File: src/design/irqb_pkg.sv
// Package with register map, field layout and shared types of the flag/enable bank
package irqb_pkg;
	localparam int unsigned ADDR_W = 5;
	localparam int unsigned DATA_W = 32;
	localparam int unsigned REG_W  = 16;
	localparam int unsigned STAT_W = 2;

	// Byte offsets on the register bus
	localparam logic [ADDR_W-1:0] OFS_FLAGS5 = 5'h00;
	localparam logic [ADDR_W-1:0] OFS_FLAGS6 = 5'h04;
	localparam logic [ADDR_W-1:0] OFS_FLAGS7 = 5'h08;
	localparam logic [ADDR_W-1:0] OFS_ENABLE0 = 5'h0c;
	localparam logic [ADDR_W-1:0] OFS_STATUS = 5'h10;
	localparam logic [ADDR_W-1:0] OFS_MASK   = 5'h14;

	// Implemented bit positions; all other positions read as zero
	localparam logic [REG_W-1:0] IMPL_FLAGS5  = 16'he01e;
	localparam logic [REG_W-1:0] IMPL_FLAGS6  = 16'hc3ff;
	localparam logic [REG_W-1:0] IMPL_FLAGS7  = 16'h003f;
	localparam logic [REG_W-1:0] IMPL_ENABLE0 = 16'h7fff;
	localparam logic [REG_W-1:0] RST_REG      = 16'h0000;
	localparam logic [STAT_W-1:0] RST_STAT    = 2'h0;

	// Selected field positions
	localparam int unsigned F5_PWM_GEN2   = 15;
	localparam int unsigned F5_PWM_GEN1   = 14;
	localparam int unsigned F5_ADC_PAIR12 = 13;
	localparam int unsigned F5_ADC_PAIR8  = 1;
	localparam int unsigned F6_ADC_PAIR1  = 15;
	localparam int unsigned F6_CMP4       = 9;
	localparam int unsigned F6_CMP2       = 7;
	localparam int unsigned F6_PWM_GEN3   = 0;
	localparam int unsigned F7_ADC_PAIR7  = 5;
	localparam int unsigned F7_ADC_PAIR2  = 0;
	localparam int unsigned E0_DMA_CH1    = 14;
	localparam int unsigned E0_SPI1_ERR   = 9;
	localparam int unsigned E0_EXT_IRQ0   = 0;

	// Event status bits
	localparam int unsigned ST_FORWARD = 0;
	localparam int unsigned ST_OVERRUN = 1;

	localparam logic [1:0] RESP_OKAY   = 2'h0;
	localparam logic [1:0] RESP_SLVERR = 2'h2;

	typedef struct packed {
		logic [REG_W-1:0] f7;
		logic [REG_W-1:0] f6;
		logic [REG_W-1:0] f5;
	} irqb_flags_s;

	typedef enum logic [1:0] {
		CH_IDLE = 2'b01,
		CH_RESP = 2'b10
	} irqb_chan_e;
endpackage

File: src/design/irqb_bank.sv
// Pending-flag and enable register bank with AXI4-Lite slave and summary interrupt
//
// Implementation choices: the AXI4-Lite slave port and the register addresses.
`timescale 1ns/1ps
`default_nettype none
module irqb_bank (
	input  wire logic                       CORE_CLK,
	input  wire logic                       ARST_N,
	input  wire irqb_pkg::irqb_flags_s      SRC_EVT,
	input  wire logic [irqb_pkg::REG_W-1:0] SRC0_FLAG,
	output var  irqb_pkg::irqb_flags_s      PEND_FLAGS,
	output logic      [irqb_pkg::REG_W-1:0] CPU_REQ0,
	output logic                            IRQ,
	input  wire logic [irqb_pkg::ADDR_W-1:0] S_AXI_AWADDR,
	input  wire logic                       S_AXI_AWVALID,
	output logic                            S_AXI_AWREADY,
	input  wire logic [irqb_pkg::DATA_W-1:0] S_AXI_WDATA,
	input  wire logic [3:0]                 S_AXI_WSTRB,
	input  wire logic                       S_AXI_WVALID,
	output logic                            S_AXI_WREADY,
	output logic      [1:0]                 S_AXI_BRESP,
	output logic                            S_AXI_BVALID,
	input  wire logic                       S_AXI_BREADY,
	input  wire logic [irqb_pkg::ADDR_W-1:0] S_AXI_ARADDR,
	input  wire logic                       S_AXI_ARVALID,
	output logic                            S_AXI_ARREADY,
	output logic      [irqb_pkg::DATA_W-1:0] S_AXI_RDATA,
	output logic      [1:0]                 S_AXI_RRESP,
	output logic                            S_AXI_RVALID,
	input  wire logic                       S_AXI_RREADY
);
	logic                        rst_meta_q;
	logic                        rst_n;
	irqb_pkg::irqb_flags_s       flags_q;
	irqb_pkg::irqb_flags_s       flags_d;
	logic [irqb_pkg::REG_W-1:0]  enable_q;
	logic [irqb_pkg::REG_W-1:0]  enable_d;
	logic [irqb_pkg::STAT_W-1:0] status_q;
	logic [irqb_pkg::STAT_W-1:0] status_d;
	logic [irqb_pkg::STAT_W-1:0] mask_q;
	logic [irqb_pkg::STAT_W-1:0] mask_d;
	logic [irqb_pkg::REG_W-1:0]  req_d;
	logic [irqb_pkg::ADDR_W-1:0] awaddr_q;
	logic [irqb_pkg::DATA_W-1:0] wdata_q;
	logic [3:0]                  wstrb_q;
	logic                        aw_have_q;
	logic                        w_have_q;
	irqb_pkg::irqb_chan_e        wr_state_q;
	irqb_pkg::irqb_chan_e        rd_state_q;

	// Release of the asynchronous reset through two flip-flops
	always_ff @(posedge CORE_CLK or negedge ARST_N) begin
		if (!ARST_N) begin
			rst_meta_q <= 1'b0;
			rst_n      <= 1'b0;
		end else begin
			rst_meta_q <= 1'b1;
			rst_n      <= rst_meta_q;
		end
	end

	// Write channel handshakes; address and data may arrive in either order
	wire aw_fire  = S_AXI_AWVALID && S_AXI_AWREADY;
	wire w_fire   = S_AXI_WVALID && S_AXI_WREADY;
	wire aw_has   = aw_have_q || aw_fire;
	wire w_has    = w_have_q || w_fire;
	wire wr_go    = (wr_state_q == irqb_pkg::CH_IDLE) && aw_has && w_has;
	wire b_fire   = S_AXI_BVALID && S_AXI_BREADY;
	wire [irqb_pkg::ADDR_W-1:0] wr_addr = aw_have_q ? awaddr_q : S_AXI_AWADDR;
	wire [irqb_pkg::DATA_W-1:0] wr_data = w_have_q ? wdata_q : S_AXI_WDATA;
	wire [3:0]                  wr_strb = w_have_q ? wstrb_q : S_AXI_WSTRB;

	wire wr_f5   = wr_go && (wr_addr == irqb_pkg::OFS_FLAGS5);
	wire wr_f6   = wr_go && (wr_addr == irqb_pkg::OFS_FLAGS6);
	wire wr_f7   = wr_go && (wr_addr == irqb_pkg::OFS_FLAGS7);
	wire wr_en0  = wr_go && (wr_addr == irqb_pkg::OFS_ENABLE0);
	wire wr_st   = wr_go && (wr_addr == irqb_pkg::OFS_STATUS);
	wire wr_msk  = wr_go && (wr_addr == irqb_pkg::OFS_MASK);
	wire wr_hit  = wr_f5 || wr_f6 || wr_f7 || wr_en0 || wr_st || wr_msk;

	// Byte lanes 0 and 1 carry the 16-bit registers; upper lanes have no storage
	wire [irqb_pkg::REG_W-1:0] lane_mask = {{8{wr_strb[1]}}, {8{wr_strb[0]}}};
	wire [irqb_pkg::REG_W-1:0] wr_lo     = wr_data[irqb_pkg::REG_W-1:0];

	function automatic logic [irqb_pkg::REG_W-1:0] merge(
		input logic [irqb_pkg::REG_W-1:0] cur,
		input logic [irqb_pkg::REG_W-1:0] nw,
		input logic [irqb_pkg::REG_W-1:0] lanes
	);
		merge = (cur & ~lanes) | (nw & lanes);
	endfunction

	// Source events are masked to implemented positions before they touch a flag
	wire [irqb_pkg::REG_W-1:0] evt5 = SRC_EVT.f5 & irqb_pkg::IMPL_FLAGS5;
	wire [irqb_pkg::REG_W-1:0] evt6 = SRC_EVT.f6 & irqb_pkg::IMPL_FLAGS6;
	wire [irqb_pkg::REG_W-1:0] evt7 = SRC_EVT.f7 & irqb_pkg::IMPL_FLAGS7;

	// A source pulse wins over a software clear in the same cycle
	wire [irqb_pkg::REG_W-1:0] f5_base = wr_f5 ? merge(flags_q.f5, wr_lo, lane_mask) : flags_q.f5;
	wire [irqb_pkg::REG_W-1:0] f6_base = wr_f6 ? merge(flags_q.f6, wr_lo, lane_mask) : flags_q.f6;
	wire [irqb_pkg::REG_W-1:0] f7_base = wr_f7 ? merge(flags_q.f7, wr_lo, lane_mask) : flags_q.f7;
	assign flags_d.f5 = (f5_base | evt5) & irqb_pkg::IMPL_FLAGS5;
	assign flags_d.f6 = (f6_base | evt6) & irqb_pkg::IMPL_FLAGS6;
	assign flags_d.f7 = (f7_base | evt7) & irqb_pkg::IMPL_FLAGS7;
	assign enable_d = wr_en0 ? (merge(enable_q, wr_lo, lane_mask) & irqb_pkg::IMPL_ENABLE0)
	                         : enable_q;

	// Request to the core only where flag and enable are both set
	assign req_d = SRC0_FLAG & enable_q;

	// Event status: new forwarded request, or a pulse onto an already pending flag
	wire ev_fwd = |(req_d & ~CPU_REQ0);
	wire ev_ovr = |((evt5 & flags_q.f5) | (evt6 & flags_q.f6) | (evt7 & flags_q.f7));
	wire [irqb_pkg::STAT_W-1:0] ev_vec = {ev_ovr, ev_fwd};
	wire [irqb_pkg::STAT_W-1:0] st_lanes = lane_mask[irqb_pkg::STAT_W-1:0];
	wire [irqb_pkg::STAT_W-1:0] st_clr   = wr_st ? (wr_lo[irqb_pkg::STAT_W-1:0] & st_lanes)
	                                             : irqb_pkg::RST_STAT;
	// Mask is merged at register width, then cut to its two stored bits
	wire [irqb_pkg::REG_W-1:0]  mask_wide = merge({14'h0000, mask_q}, wr_lo, lane_mask);
	assign status_d = (status_q & ~st_clr) | ev_vec;
	assign mask_d   = wr_msk ? mask_wide[irqb_pkg::STAT_W-1:0] : mask_q;

	always_ff @(posedge CORE_CLK or negedge rst_n) begin
		if (!rst_n) begin
			flags_q  <= '0;
			enable_q <= irqb_pkg::RST_REG;
			status_q <= irqb_pkg::RST_STAT;
			mask_q   <= irqb_pkg::RST_STAT;
			CPU_REQ0 <= irqb_pkg::RST_REG;
			IRQ      <= 1'b0;
		end else begin
			flags_q  <= flags_d;
			enable_q <= enable_d;
			status_q <= status_d;
			mask_q   <= mask_d;
			CPU_REQ0 <= req_d;
			IRQ      <= |(status_d & mask_d);
		end
	end

	assign PEND_FLAGS = flags_q;

	// Write channel sequencing
	always_ff @(posedge CORE_CLK or negedge rst_n) begin
		if (!rst_n) begin
			aw_have_q    <= 1'b0;
			w_have_q     <= 1'b0;
			awaddr_q     <= '0;
			wdata_q      <= '0;
			wstrb_q      <= 4'h0;
			wr_state_q   <= irqb_pkg::CH_IDLE;
			S_AXI_AWREADY <= 1'b0;
			S_AXI_WREADY <= 1'b0;
			S_AXI_BVALID <= 1'b0;
			S_AXI_BRESP  <= irqb_pkg::RESP_OKAY;
		end else begin
			if (aw_fire) begin
				awaddr_q <= S_AXI_AWADDR;
			end
			if (w_fire) begin
				wdata_q <= S_AXI_WDATA;
				wstrb_q <= S_AXI_WSTRB;
			end
			case (wr_state_q)
				irqb_pkg::CH_IDLE: begin
					if (wr_go) begin
						wr_state_q   <= irqb_pkg::CH_RESP;
						aw_have_q    <= 1'b0;
						w_have_q     <= 1'b0;
						S_AXI_AWREADY <= 1'b0;
						S_AXI_WREADY <= 1'b0;
						S_AXI_BVALID <= 1'b1;
						S_AXI_BRESP  <= wr_hit ? irqb_pkg::RESP_OKAY : irqb_pkg::RESP_SLVERR;
					end else begin
						aw_have_q    <= aw_has;
						w_have_q     <= w_has;
						S_AXI_AWREADY <= !aw_has;
						S_AXI_WREADY <= !w_has;
					end
				end
				irqb_pkg::CH_RESP: begin
					if (b_fire) begin
						wr_state_q   <= irqb_pkg::CH_IDLE;
						S_AXI_BVALID <= 1'b0;
						S_AXI_AWREADY <= 1'b1;
						S_AXI_WREADY <= 1'b1;
					end
				end
				default: begin
					wr_state_q <= irqb_pkg::CH_IDLE;
				end
			endcase
		end
	end

	// Read path; unmapped addresses answer zero with an error response
	wire ar_fire = S_AXI_ARVALID && S_AXI_ARREADY;
	wire rd_f5   = S_AXI_ARADDR == irqb_pkg::OFS_FLAGS5;
	wire rd_f6   = S_AXI_ARADDR == irqb_pkg::OFS_FLAGS6;
	wire rd_f7   = S_AXI_ARADDR == irqb_pkg::OFS_FLAGS7;
	wire rd_en0  = S_AXI_ARADDR == irqb_pkg::OFS_ENABLE0;
	wire rd_st   = S_AXI_ARADDR == irqb_pkg::OFS_STATUS;
	wire rd_msk  = S_AXI_ARADDR == irqb_pkg::OFS_MASK;
	wire rd_hit  = rd_f5 || rd_f6 || rd_f7 || rd_en0 || rd_st || rd_msk;
	wire [irqb_pkg::REG_W-1:0] rd_reg =
		rd_f5  ? flags_q.f5 :
		rd_f6  ? flags_q.f6 :
		rd_f7  ? flags_q.f7 :
		rd_en0 ? enable_q :
		rd_st  ? {14'h0000, status_q} :
		rd_msk ? {14'h0000, mask_q} : irqb_pkg::RST_REG;
	wire [irqb_pkg::DATA_W-1:0] rd_word = {16'h0000, rd_reg};

	always_ff @(posedge CORE_CLK or negedge rst_n) begin
		if (!rst_n) begin
			rd_state_q    <= irqb_pkg::CH_IDLE;
			S_AXI_ARREADY <= 1'b0;
			S_AXI_RVALID  <= 1'b0;
			S_AXI_RDATA   <= '0;
			S_AXI_RRESP   <= irqb_pkg::RESP_OKAY;
		end else begin
			case (rd_state_q)
				irqb_pkg::CH_IDLE: begin
					S_AXI_ARREADY <= !ar_fire;
					if (ar_fire) begin
						rd_state_q   <= irqb_pkg::CH_RESP;
						S_AXI_RVALID <= 1'b1;
						S_AXI_RDATA  <= rd_word;
						S_AXI_RRESP  <= rd_hit ? irqb_pkg::RESP_OKAY : irqb_pkg::RESP_SLVERR;
					end
				end
				irqb_pkg::CH_RESP: begin
					if (S_AXI_RREADY) begin
						rd_state_q    <= irqb_pkg::CH_IDLE;
						S_AXI_RVALID  <= 1'b0;
						S_AXI_ARREADY <= 1'b1;
					end
				end
				default: begin
					rd_state_q <= irqb_pkg::CH_IDLE;
				end
			endcase
		end
	end
endmodule
`default_nettype wire

File: config.mk
export PLATFORM = sky130hd
export DESIGN_NAME = irqb_bank
export DESIGN_NICKNAME = d
export VERILOG_FILES = /design/src/design/irqb_pkg.sv /design/src/design/irqb_bank.sv
export SDC_FILE = /design/constraint.sdc
export NUM_CORES = 1
export LEC_CHECK = 0
export BUFFER_PORTS_ARGS = -buffer_cell sky130_fd_sc_hd__buf_2
export CORE_MARGIN = 2
export CORE_UTILIZATION = 50
export CTS_BUF_LIST = sky130_fd_sc_hd__clkbuf_2 sky130_fd_sc_hd__clkbuf_4 sky130_fd_sc_hd__clkbuf_8
export DETAILED_ROUTE_END_ITERATION = 6
export PLACE_DENSITY = 0.82
export REMOVE_ABC_BUFFERS = 1
export SLEW_MARGIN = 0
export SYNTH_ARGS = -nofsm -noshare
export SYNTH_HDL_FRONTEND = slang
export SYNTH_SLANG_ARGS = --single-unit
File: constraint.sdc
create_clock -name CORE_CLK -period 4 [get_ports CORE_CLK]
set_input_delay 0.2 -clock CORE_CLK [delete_from_list [all_inputs] [get_ports CORE_CLK]]
set_output_delay 0.2 -clock CORE_CLK [all_outputs]
set_load 0.01 [all_outputs]
==> out/qor.txt, run 1 <==
placed inst area -> 6266 sq um
post-detailed-route wirelength per cell -> 18.05 um
skew final -> 0.01071 ns
slew margin rel. -> 28.15%
area delta synth->final -> 23.94%
Vias/cell -> 5.470
Arr. time, crit path -> 3.02 ns
Die Ht -> 109.7 um
layout cells sized above 1 -> 35.91%
Setup CP Type -> reg2reg
total clock sinks -> 114
initial antenna violation count -> 0
Top-Level Pins -> 223
synthesized cell area -> 5588 sq um
Resized Gates After CTS -> 0
worst vdd ir -> 393.6 uV
number of synthesized register bits -> 114
TritonCTS clock tree -> done
Hold-fix buffers, CTS -> 29
area of the multi-input gates -> 2447 sq um
IO Port Bufs -> 138
commonest non-fill, non-tap cells in the layout -> 138 x buf_2, 111 x dfrtp_1, 54 x mux2_2
Hold Path Class -> in2reg
Die Wd -> 109.7 um
Placed Cells -> 764
Final Hold Fails -> 0
htree depth -> 4
Max Clock Freq -> 0.3693 GHz
diode count -> 0
routability cong. -> 0.8820
drt drc -> 0
root buffer cell -> clkbuf_8
1st-pass router iterations -> 5
max cap viols -> 0
Area contributors post-synth -> dfrtp_1 50%, mux2_2 11%, buf_4 5.9%, mux2i_1 3.8%, nand2_1 3.2%
nets@finish -> 789
Worst Setup Start Kind -> flop
crit-path max FO -> 16
status -> finished, final reports clean
maximum root-to-sink buffer count -> 2
largest net degree at the start of global routing -> 46
register area -> 2859 sq um
Post-Route Setup TNS -> 0 ns
Initial Utilization -> 51.32%
part of the Yosys area used for sequential elements -> 51.10%
clock-pin transition on the worst setup and hold timing paths -> 0.07 ns
number of fill cells -> 842
Max stage delay cell, worst path -> nor3_2
core area -> 10890 sq um
Finished Layout Cells -> 825
Final ANT Viol Nets -> 0
Final Setup Violations -> 0
Slew Limit Fails -> 0
top-area cell type share of the netlist area -> 50.16%
first-pass GRT wire length -> 23.00 mm
worst endpoint required time -> 4.31 ns
fin area -> 6925 sq um
Final Core Density -> 63.61%
ys flop type -> dfrtp_1
worst skew pair latency -> 0.43 ns
Num CTS Buffers -> 17
Slew @ Worst Pin -> 1.072 ns
fraction of registers with async set/reset -> 100.0%
vias in the first global route -> 4573
Crit path largest cell delay -> 0.92 ns
vias -> 4513
flop-to-flop setup slack -> 1.29 ns
top cell type by total area after synthesis -> dfrtp_1
Routed WL -> 14.89 mm
grt ovf -> 0
most common cell after layout, fill and taps aside -> buf_2
DP HPWL -> 10.89 mm
final cycle utilization of the critical path -> 67.70%
RSZ-0062 raised after global routing -> false
critical path, cell by cell -> nor2b_1 -> o2111ai_4 -> nor3_2 -> nand2_1 -> o31a_1
Post-synth EDFFs -> 0
PD cells -> 562.0 nW/um^2
Ys Warns -> 0
Leak -> 3.258 nW
total track usage -> 25.38%
mean area per synthesized cell -> 11.27 sq um
critical path capture point type -> flop
count of distinct cell types in the synthesized netlist -> 56
post-CTS setup buffer count -> 0
Cells after Synth -> 496
Row Count -> 38
fin crit period -> 2.708 ns
Die ar. -> 12040 sq um
Initial DRC Count -> 234
## logic make-up after synthesis
logic type	synth area share, %
multiplexers	15.70
AND/OR/NAND/NOR	12.70
flip-flops	51.10
other	0.1344
AO/OA/AOI/OAI	12.52
buffers and inverters	7.859
## metrics by stage
step / hold slack, ns / setup slack, ns / total power (W)
after floorplan: -0.09559 / 0.5925 / 0.002465
after global placement: -0.01561 / 1.451 / 0.002801
after detailed placement: -0.01429 / 1.337 / 0.002878
after CTS: 0.005231 / 1.325 / 0.003893
after global routing: 0.01714 / 1.017 / 0.004104
final: 0.01648 / 1.292 / 0.003892
## cell usage after synthesis, drive strengths merged (3+ instances only)
cell type  number
a22oi           9
dfrtp         112
nor3           12
nand2b         10
inv            17
nand2          47
nand3           8
mux2i          23
a221oi          4
a21oi          19
clkbuf          5
o22ai           9
nor2b          11
nor3b           5
buf            50
o31a            5
nor2           25
nand4           3
o21ai          21
nor4            3
a211o           8
mux2           54
a22o            9
## worst max-delay path: cells and delay by family, from the launching register on
kind	cells	cell delay, ns
AND/OR/NAND/NOR	3	1.57
flip-flops	1	0.55
AO/OA/AOI/OAI	2	0.47
## where the power goes
part | total [W] | leakage (nW) | internal [W] | switching, W
logic | 0.00118 | 1.72 | 0.000546 | 0.000633
clock network | 0.00100 | 0.185 | 0.000537 | 0.000464
registers | 0.00171 | 1.35 | 0.00147 | 0.000246
total | 0.00389 | 3.26 | 0.00255 | 0.00134
## area by class of cell
| type | instances | share of cell area (%) |
|---|---|---|
| inverter | 17 | 0.9214 |
| tap | 140 | 2.529 |
| clock inverter | 10 | 1.229 |
| timing repair buffer | 171 | 14.60 |
| clock buffer | 22 | 4.101 |
| multi-input combinational | 351 | 35.34 |
| sequential | 114 | 41.28 |
## path summary, 6_finish.rpt
path	from	end	depth (start not counted)
hold / removal	S_AXI_WDATA[14]	wdata_q[14]	2
min in group asynchronous	ARST_N	rst_n	2
setup reg to reg	wr_state_q[0]	PEND_FLAGS[20]	5
hold reg to reg	rst_n	wdata_q[10]	0
setup / recovery	wr_state_q[0]	PEND_FLAGS[20]	5
max in group asynchronous	rst_n	S_AXI_RDATA[7]	1
## metal layers
metal	GRT usage, %	up-vias	part of all wire, %
met5	0	-	0
met4	11.84	0	2.8
met3	5.987	44	6.9
met2	42.11	204	51
met1	31.37	2212	40
li1	-	2053	-
No activity file was read; power rests on OpenSTA's default activity.
==> run 2: changes to the inputs <==
Settings changed: CORE_UTILIZATION 50 to 46, PLACE_DENSITY 0.82 to 0.79.
Clock period 4 ns to 2.2 ns, I/O delays scaled along.
==> run 2 against run 1 <==
Wire length increased by 5.9%; highest routed layer unchanged; total power increased by 110%; largest cell class unchanged; global-route usage is 0.71 points lower; combinational power is 100% higher; flip-flop and latch count is the same.
==> out/qor.txt, run 2 (synthesis gave the netlist of run 1 again) <==
status -> finished, final reports clean (unchanged)
worst skew pair latency -> 0.44 ns (was 0.43 ns)
worst vdd ir -> 672.7 uV (was 393.6 uV)
Arr. time, crit path -> 2.46 ns (was 3.02 ns)
slew margin rel. -> 59.66% (was 28.15%)
commonest non-fill, non-tap cells in the layout -> 138 x buf_2, 110 x dfrtp_1, 68 x dlygate4sd3_1 (was 138 x buf_2, 111 x dfrtp_1, 54 x mux2_2)
htree depth -> 4 (unchanged)
max cap viols -> 0 (unchanged)
vias in the first global route -> 4745 (was 4573)
Slew @ Worst Pin -> 0.6051 ns (was 1.072 ns)
Placed Cells -> 791 (was 764)
Final Setup Violations -> 0 (unchanged)
Final ANT Viol Nets -> 0 (unchanged)
final cycle utilization of the critical path -> 97.31% (was 67.70%)
Finished Layout Cells -> 891 (was 825)
RR Endpoint -> IRQ (was PEND_FLAGS[20])
Num CTS Buffers -> 17 (unchanged)
Row Count -> 40 (was 38)
maximum root-to-sink buffer count -> 2 (unchanged)
routability cong. -> 0.8616 (was 0.8820)
core area -> 11910 sq um (was 10890 sq um)
drt drc -> 0 (unchanged)
Worst Setup Start Kind -> flop (unchanged)
first-pass GRT wire length -> 24.47 mm (was 23.00 mm)
Hold Path Class -> in2reg (unchanged)
diode count -> 0 (unchanged)
layout cells sized above 1 -> 36.42% (was 35.91%)
critical path capture point -> IRQ (was PEND_FLAGS[20])
Setup CP Type -> reg2reg (unchanged)
PD cells -> 1043 nW/um^2 (was 562.0 nW/um^2)
Slew Limit Fails -> 0 (unchanged)
initial antenna violation count -> 0 (unchanged)
post-detailed-route wirelength per cell -> 17.70 um (was 18.05 um)
TritonCTS clock tree -> done (unchanged)
Initial Utilization -> 46.91% (was 51.32%)
grt ovf -> 0 (unchanged)
Routed WL -> 15.77 mm (was 14.89 mm)
critical path capture point type -> flop (unchanged)
largest net degree at the start of global routing -> 57 (was 46)
1st-pass router iterations -> 5 (unchanged)
R2R cell count -> 6 (was 5)
most common cell after layout, fill and taps aside -> buf_2 (unchanged)
fin crit period -> 2.141 ns (was 2.708 ns)
total clock sinks -> 114 (unchanged)
Top-Level Pins -> 223 (unchanged)
critical path startpoint -> aw_have_q (was wr_state_q[0])
IO Port Bufs -> 138 (unchanged)
Initial DRC Count -> 287 (was 234)
worst reg2reg startpoint -> aw_have_q (was wr_state_q[0])
WHS -> 0.03747 ns (was 0.01648 ns)
Final Hold Fails -> 0 (unchanged)
vias -> 4768 (was 4513)
DP HPWL -> 11.06 mm (was 10.89 mm)
Leak -> 3.621 nW (was 3.258 nW)
worst endpoint required time -> 2.52 ns (was 4.31 ns)
clock-pin transition on the worst setup and hold timing paths -> 0.07 ns (about the same)
skew final -> 0.01051 ns (was 0.01071 ns)
Max Clock Freq -> 0.4671 GHz (was 0.3693 GHz)
Die Ht -> 114.2 um (was 109.7 um)
area delta synth->final -> 37.04% (was 23.94%)
Die ar. -> 13050 sq um (was 12040 sq um)
total track usage -> 24.67% (was 25.38%)
Die Wd -> 114.2 um (was 109.7 um)
Vias/cell -> 5.351 (was 5.470)
root buffer cell -> clkbuf_8 (unchanged)
flop-to-flop setup slack -> 0.06 ns (was 1.29 ns)
crit-path max FO -> 7 (was 16)
nets@finish -> 848 (was 789)
-- run 2: power breakdown --
part | leakage (nW) | internal [W] | switching (W)
Combinational | 2.01 | 0.00117 | 0.00121
Sequential | 1.35 | 0.00267 | 0.000443
Clock | 0.260 | 0.00166 | 0.000849
-- run 2: what timing repair did --
action | in CTS | in global routing
buffers inserted | 0 | 0
pin swaps | 0 | 2
endpoints found under the setup margin | 1 | 13
resized for setup | 3 | 5
endpoints found under the hold margin | 75 | 0
hold buffers | 68 | 0
-- run 2: per-stage QoR --
step                      util (%)   TNS (ns)  total power [W]  area [sq um]  setup WS [ns]
final                        64.29          0         0.007988          7657        0.05923
after global routing         64.29  -0.001466         0.008406          7657      -0.001466
after CTS                    64.12          0         0.007973          7637        0.04293
after detailed placement     54.04          0         0.005360          6437        0.03632
after global placement       54.04          0         0.005261          6437        0.09625
after floorplan                  -    -133.61         0.004482          5366         -1.208
-- run 2: routing by layer --
| metal | wire length [um] | GRT usage [%] | share of wire, % |
|---|---|---|---|
| met1 | 6577 | 31.17 | 42 |
| met2 | 7869 | 40.63 | 50 |
| met4 | 401 | 9.512 | 2.5 |
| met3 | 920 | 6.723 | 5.8 |
| met5 | 0 | 0 | 0 |
-- run 2: how the worst min path moves through the flow --
stage                             start             end  slack [ns]  depth (start not counted)
after floorplan                  ARST_N      rst_meta_q       -0.19                          0
after global placement           ARST_N      rst_meta_q       -0.11                          1
after detailed placement         ARST_N      rst_meta_q       -0.10                          1
after CTS                   SRC_EVT[31]  PEND_FLAGS[31]        0.01                          3
after global routing      S_AXI_AWVALID       aw_have_q        0.03                          3
final                       SRC_EVT[31]  PEND_FLAGS[31]        0.04                          3
-- run 2: critical path: stages, from the launching register on --
cell,delay (ns)
dfrtp_2,0.46
buf_6,0.16
nor3b_4,0.20
o22ai_2,0.13
nor3_1,0.41
mux2_2,0.40
a22o_1,0.25
-- run 2: cell type report --
| type | count | area, sq um |
|---|---|---|
| clock buffers | 21 | 276.5 |
| clock inverters | 11 | 230.2 |
| fillers | 941 | 4254 |
| inverters | 17 | 63.81 |
| multi-input cells | 351 | 2471 |
| flip-flops and latches | 114 | 2860 |
| well taps | 147 | 183.9 |
| repair buffers | 230 | 1572 |
